## src/design/dbe_pkg.sv

```systemverilog
// Package for the diagnostic bus edge interrupt block.
// Assumes a single 100 MHz system clock and a plain register port.
package dbe_pkg;

  localparam int unsigned DBE_CHANNELS = 4;
  localparam int unsigned DBE_BUS_W = 8;

  // Register map
  localparam logic [31:0] DBE_CFG_STAT_OFS = 32'h4000_0204;
  localparam logic [31:0] DBE_INT_STAT_OFS = 32'h4000_0208;
  localparam logic [31:0] DBE_INT_MASK_OFS = 32'h4000_020C;

  // Field positions inside one channel byte
  localparam int unsigned DBE_FLAG_POS = 7;
  localparam int unsigned DBE_POL_POS = 6;
  localparam int unsigned DBE_BIT_LSB = 3;
  localparam int unsigned DBE_BUS_LSB = 1;
  localparam int unsigned DBE_ALLOW_POS = 0;

  localparam logic [31:0] DBE_CFG_RST = 32'h0000_0000;
  localparam logic [3:0] DBE_INT_RST = 4'h0;
  localparam logic [31:0] DBE_UNMAPPED_RD = 32'h0000_0000;

  typedef enum logic [1:0] {
    DBE_BUS_LL0 = 2'b00,
    DBE_BUS_LL1 = 2'b01,
    DBE_BUS_RF0 = 2'b10,
    DBE_BUS_RF1 = 2'b11
  } dbe_bus_sel_t;

  // One channel's settings as held in its byte
  typedef struct packed {
    logic flag;
    logic polarity;
    logic [2:0] bit_pick;
    dbe_bus_sel_t bus_pick;
    logic allow;
  } dbe_chan_t;

  // Register port request
  typedef struct packed {
    logic [31:0] addr;
    logic [31:0] wdata;
    logic wr;
    logic rd;
  } dbe_req_t;

  // The four monitored probe buses
  typedef struct packed {
    logic [7:0] link_layer_probe_bus_0;
    logic [7:0] link_layer_probe_bus_1;
    logic [7:0] radio_probe_bus_0;
    logic [7:0] radio_probe_bus_1;
  } dbe_probe_t;

endpackage

```

## src/design/dbe_edge_irq.sv

```systemverilog
// Diagnostic bus edge interrupt: four channels watch one bit each of four probe buses.
// Assumes probe buses come from logic on sys_clk; registers reached by a plain port.
`timescale 1ns/1ps

module dbe_edge_irq
  import dbe_pkg::*;
(
  input wire logic sys_clk, // System clock, 100 MHz
  input wire logic rst_b, // Synchronous reset, active low
  input wire logic [31:0] reg_addr, // Register byte address
  input wire logic [31:0] reg_wdata, // Register write data
  input wire logic reg_wr, // Write strobe
  input wire logic reg_rd, // Read strobe
  output logic [31:0] reg_rdata, // Read data, valid the cycle after reg_rd
  input wire dbe_probe_t probes, // Diagnostic probe buses
  output logic diag_edge_interrupt // Level interrupt to the CPU
);

  dbe_req_t req;
  assign req = '{addr: reg_addr, wdata: reg_wdata, wr: reg_wr, rd: reg_rd};

  logic cfg_hit;
  logic ist_hit;
  logic imk_hit;
  assign cfg_hit = (req.addr == DBE_CFG_STAT_OFS);
  assign ist_hit = (req.addr == DBE_INT_STAT_OFS);
  assign imk_hit = (req.addr == DBE_INT_MASK_OFS);

  // Channel settings and flags, one packed byte per channel
  dbe_chan_t [DBE_CHANNELS-1:0] chan_r;
  dbe_chan_t [DBE_CHANNELS-1:0] chan_nxt;
  logic [DBE_CHANNELS-1:0] mon_prev_r;
  logic [DBE_CHANNELS-1:0] mon_prev_nxt;
  logic [DBE_CHANNELS-1:0] mon_now;
  logic [DBE_CHANNELS-1:0] edge_hit;
  logic [DBE_CHANNELS-1:0] flag_rise;
  logic [DBE_CHANNELS-1:0] pick_change;

  // Sticky interrupt status and its mask
  logic [DBE_CHANNELS-1:0] int_stat_r;
  logic [DBE_CHANNELS-1:0] int_stat_nxt;
  logic [DBE_CHANNELS-1:0] int_mask_r;
  logic [DBE_CHANNELS-1:0] int_mask_nxt;
  logic [31:0] rdata_r;
  logic [31:0] rdata_nxt;

  genvar g;
  generate
    for (g = 0; g < DBE_CHANNELS; g++) begin : g_chan
      logic [7:0] bus_sel;
      logic [7:0] wr_byte;
      always_comb begin
        unique case (chan_r[g].bus_pick)
          DBE_BUS_LL0: bus_sel = probes.link_layer_probe_bus_0;
          DBE_BUS_LL1: bus_sel = probes.link_layer_probe_bus_1;
          DBE_BUS_RF0: bus_sel = probes.radio_probe_bus_0;
          DBE_BUS_RF1: bus_sel = probes.radio_probe_bus_1;
        endcase
      end
      assign mon_now[g] = bus_sel[chan_r[g].bit_pick];
      assign wr_byte = req.wdata[8*g +: 8];
      // A reconfiguration would fake an edge, so the first sample after it only primes
      assign pick_change[g] = req.wr && cfg_hit &&
        (wr_byte[DBE_BIT_LSB +: 3] != chan_r[g].bit_pick ||
         wr_byte[DBE_BUS_LSB +: 2] != chan_r[g].bus_pick ||
         wr_byte[DBE_POL_POS] != chan_r[g].polarity);
      // Polarity 0 rising, 1 falling
      assign edge_hit[g] = chan_r[g].polarity ? (mon_prev_r[g] && !mon_now[g])
                                               : (!mon_prev_r[g] && mon_now[g]);
      assign flag_rise[g] = edge_hit[g] && !chan_r[g].flag;

      always_comb begin
        chan_nxt[g] = chan_r[g];
        if (req.wr && cfg_hit) begin
          chan_nxt[g].polarity = wr_byte[DBE_POL_POS];
          chan_nxt[g].bit_pick = wr_byte[DBE_BIT_LSB +: 3];
          chan_nxt[g].bus_pick = dbe_bus_sel_t'(wr_byte[DBE_BUS_LSB +: 2]);
          chan_nxt[g].allow = wr_byte[DBE_ALLOW_POS];
        end
        if (req.rd && cfg_hit) begin
          chan_nxt[g].flag = 1'b0;
        end
        if (edge_hit[g]) begin
          chan_nxt[g].flag = 1'b1;
        end
      end
    end
  endgenerate

  always_comb begin
    mon_prev_nxt = mon_now;
    int_stat_nxt = int_stat_r;
    int_mask_nxt = int_mask_r;
    if (req.wr && imk_hit) begin
      int_mask_nxt = req.wdata[DBE_CHANNELS-1:0];
    end
    if (req.wr && ist_hit) begin
      int_stat_nxt = int_stat_r & ~req.wdata[DBE_CHANNELS-1:0];
    end
    for (int i = 0; i < DBE_CHANNELS; i++) begin
      // Prime to the level an edge of the new polarity ends at, not the old one
      if (pick_change[i]) begin
        mon_prev_nxt[i] = chan_nxt[i].polarity ? 1'b0 : 1'b1;
      end
      // Only allowed channels raise a request, on each rise of their flag
      if (flag_rise[i] && chan_r[i].allow) begin
        int_stat_nxt[i] = 1'b1;
      end
    end
  end

  always_comb begin
    rdata_nxt = DBE_UNMAPPED_RD;
    if (req.rd) begin
      if (cfg_hit) begin
        rdata_nxt = chan_r;
      end else if (ist_hit) begin
        rdata_nxt = {28'h000_0000, int_stat_r};
      end else if (imk_hit) begin
        rdata_nxt = {28'h000_0000, int_mask_r};
      end
    end
  end

  always_ff @(posedge sys_clk) begin
    if (!rst_b) begin
      chan_r <= DBE_CFG_RST;
      mon_prev_r <= DBE_INT_RST;
      int_stat_r <= DBE_INT_RST;
      int_mask_r <= DBE_INT_RST;
      rdata_r <= DBE_UNMAPPED_RD;
    end else begin
      chan_r <= chan_nxt;
      mon_prev_r <= mon_prev_nxt;
      int_stat_r <= int_stat_nxt;
      int_mask_r <= int_mask_nxt;
      rdata_r <= rdata_nxt;
    end
  end

  assign reg_rdata = rdata_r;
  assign diag_edge_interrupt = |(int_stat_r & int_mask_r);

endmodule

```

## config.mk

```make
export PLATFORM = sky130hd
export DESIGN_NAME = dbe_edge_irq
export DESIGN_NICKNAME = d
export VERILOG_FILES = /design/src/design/dbe_pkg.sv /design/src/design/dbe_edge_irq.sv
export SDC_FILE = /design/constraint.sdc
export NUM_CORES = 1
export LEC_CHECK = 0
export CORE_UTILIZATION = 50
export DETAILED_ROUTE_END_ITERATION = 6
export DONT_BUFFER_PORTS = 1
export PLACE_DENSITY = 0.74
export SLEW_MARGIN = 5
export SYNTH_ARGS = -nofsm -noshare
export SYNTH_HDL_FRONTEND = slang
export SYNTH_SLANG_ARGS = --single-unit
```

## constraint.sdc

```tcl
create_clock -name sys_clk -period 2.4 [get_ports sys_clk]
set_input_delay 0.36 -clock sys_clk [delete_from_list [all_inputs] [get_ports sys_clk]]
set_output_delay 0.36 -clock sys_clk [all_outputs]
set_load 0.1 [all_outputs]
```

==> impl_metrics.yaml <==
outcome:
  status: "completed"
clock_network:
  cts.path.max_buffers: 2
  h-tree-depth: 3
  cts_tree: "done"
  post-cts-setup-buffer-count: 0
  hold_buffers: 0
  clock_latency_ns: 0.35
  cts-root-buf: "clkbuf_8"
  clock-sinks: 76
  cts_buffers: 9
  clkTransAtPathRegs_ns: 0.08
  cts-resized-gates: 0
yosys:
  synth_simple_gate_area_share_pct: 22.7
  synth_area_sq_mm: 0.00421
  synthXorXnorAreaFrac_pct: 4.99
  post-synth-top-count-cell: "nand2_1"
  avgSynthCellArea_sq_um: 8.63
  synthMuxAreaShare_pct: 15.2
  netlist_top_cells_area: "dfxtp_1, mux2i_1, nand2_1, a21oi_1, and2_1"
  syn_nets: 588
  ys_seq_area_share_pct: 36.1
  synth_top_area_share_pct: 36.1
  synth_compound_area_share_pct: 15.9
  synth-async-reset-ratio_pct: 0
  synth_ff_type: "dfxtp_1"
  synth_edf_count: 0
  ys_ff_latch: 76
  netlist_instances: 488
  synthAdderAreaFrac_pct: 0
  synth_commonest_cells: "nand2_1, dfxtp_1, mux2i_1"
  synth_top_family_by_area: "simple AND/OR/NAND/NOR gates"
  yosysTopAreaCell: "dfxtp_1"
  synth_cell_types: 42
  yosysWarnings: 0
hold_path:
  hold_class: "primary input to flip-flop"
critical_path:
  crit_path_top_delay_cell: "dfxtp_1"
  crit_buf_inv: 0
  max_stage_delay_ns: 0.49
  r2r_end: "int_stat_r[1]"
  cp_num_cells: 6
  crit_required_ns: 2.64
  start_kind: "flip-flop"
  crit_arrival_ns: 2.46
  critPathTopFamily: "compound AO/OA/AOI/OAI gates"
  crit_chain: "and2b_1 -> a2111oi_0 -> o22ai_1 -> a311o_1 -> mux2i_1 -> a41o_1"
  crit_end: "int_stat_r[1]"
  cp-end-kind: "flip-flop"
  path_class: "flip-flop to flip-flop"
  crit_start: "chan_r[10]"
  r2r_start: "chan_r[10]"
  rrSetupSlack_ns: 0.18
  worstPathMaxFanout: 6
  worstRegToRegCells: 6
pwr:
  p_int_w: 0.00198
  p_sw_w: 0.000544
  powerDensity_mw_per_mm2: 524
  ir_worst_vdd_uv: 421
  leakage_nw: 1.71
  swShare_pct: 21.6
  p_comb_share_pct: 4.9
  clkPwrFrac_pct: 44.4
  seq_power_share_pct: 50.7
finish:
  drive_above_1_share_pct: 14.8
  area.growth.synth_to_final_pct: 14.3
  diodes: 0
  multi_input_comb_area_sq_mm: 0.00247
  utilization_pct: 58.8
  fin_nets: 621
  fillers: 757
  layout.area.seq_sq_mm: 0.00152
sta:
  final.setup.tns_ns: 0
  whs_ns: 0.102
  setup_slack_ns: 0.182
  rsz0062_at_grt: "false"
  fmax_mhz: 451
  post-route-period-util_pct: 92.4
  worst_pin_slew_ns: 0.457
  finalSetupViolations: 0
  slew_headroom_pct: 68.8
  finClkSkew_ns: 0.0109
  report.final.slew_viol_count: 0
  final-hold-violation-count: 0
  period_needed_ns: 2.22
global_route:
  grt_pass1_wl_microns: 18200
  groute.usage.overall_pct: 27.0
  first_global_vias: 3659
  overflow: 0
  grt_max_degree: 30
  antenna_found_initial: 0
floorplan:
  num_rows: 33
  start_util_pct: 51.5
  fp.dieW_microns: 93.8
  boundaryPins: 133
  die_y_microns: 93.8
  dieArea_sq_mm: 0.00879
  core_area_sq_mm: 0.00818
route:
  vias: 3709
  drc: 0
  wl_microns: 11400
  drt_iter0_markers: 244
  routed_via_density: 5.88
  drtAntennaViolNets: 0
  wire_per_inst_microns: 18.0
  dr.pass1.iters: 5
place:
  dp.final_hpwl_microns: 8870
  gp_congestion: 0.967
  port_buffers: 0
  preCtsSetupSlack_ns: 0.119
job:
  max_cap_violations: 0
==> power groups by stage <==
stage	logic (W)	clock network [W]	registers [W]
after floorplan	0.0000990	0	0.00130
after CTS	0.000123	0.00113	0.00128
after detailed placement	0.000122	0	0.00131
final	0.000123	0.00112	0.00128
after global placement	0.000119	0	0.00130
after global routing	0.000136	0.00118	0.00128
==> cells in the final DEF (no fill, tap or decap), types with 3 or more instances in the layout <==
master and instances:
nand2_1 87, dfxtp_1 75, mux2i_1 64, buf_4 47, a21oi_1 40, and2_1 28
nor2_1 16, xor2_1 16, a22oi_1 15, a2111oi_0 12, nor4_1 11, clkbuf_8 11
nor2b_1 10, inv_1 8, xnor2_1 8, nand3_1 7, a211oi_1 7, nand4b_1 5
nand4_1 4, or2_2 4, a22o_1 4, a221oi_1 4, nor3_1 4, o22ai_1 3
a311oi_1 3, a31oi_1 3, and2_0 3, a41o_1 3, buf_12 3
==> area by class of cell <==
| class | count | share of cell area, % |
|---|---|---|
| multi-input combinational | 375 | 51.4 |
| clock inverter | 5 | 1.74 |
| tap | 105 | 2.73 |
| inverter | 9 | 0.702 |
| timing repair buffer | 50 | 8.58 |
| clock buffer | 11 | 3.15 |
| sequential | 76 | 31.7 |
==> logic make-up (layout without fill, tap and decap cells) <==
family | Yosys count | in the layout
buf+inv | 37 | 75
mux | 64 | 64
xor+xnor | 24 | 24
flops | 76 | 76
compound gates | 97 | 97
simple gates | 190 | 190
==> sequential cells by signal, summed over array words and instances (netlist names) <==
register,cells
chan_r,32
reg_rdata,32
int_mask_r,4
int_stat_r,4
mon_prev_r,4
==> metal layers <==
metal	share of wire [%]	track usage, %	vias up
met3	8.2	8.25	26
li1	-	-	1810
met4	2.8	11.3	0
met1	43	33.7	1720
met5	0	0	-
met2	46	42.9	153
==> through the flow <==
| step | cells | total power, W | area (sq um) |
|---|---|---|---|
| 5_1_grt | 631 | 0.00260 | 4810 |
| 2_1_floorplan | 488 | 0.00140 | 4210 |
| 6_report | 631 | 0.00252 | 4810 |
| 4_1_cts | 631 | 0.00253 | 4810 |
| 3_3_place_gp | 615 | 0.00142 | 4570 |
| 3_5_place_dp | 615 | 0.00143 | 4570 |
==> worst min-delay path by stage <==
stage                    endpoint  slack, ns  cells past startpoint     startpoint
floorplan            reg_rdata[7]       0.44                      2      chan_r[7]
global placement        chan_r[0]       0.46                      2      chan_r[0]
detailed placement  mon_prev_r[3]       0.46                      1  reg_wdata[30]
CTS                 mon_prev_r[3]       0.09                      1  reg_wdata[30]
global route        mon_prev_r[3]       0.08                      1  reg_wdata[30]
finish              mon_prev_r[1]       0.10                      1  reg_wdata[14]
Power figures use the tool's default switching activity.
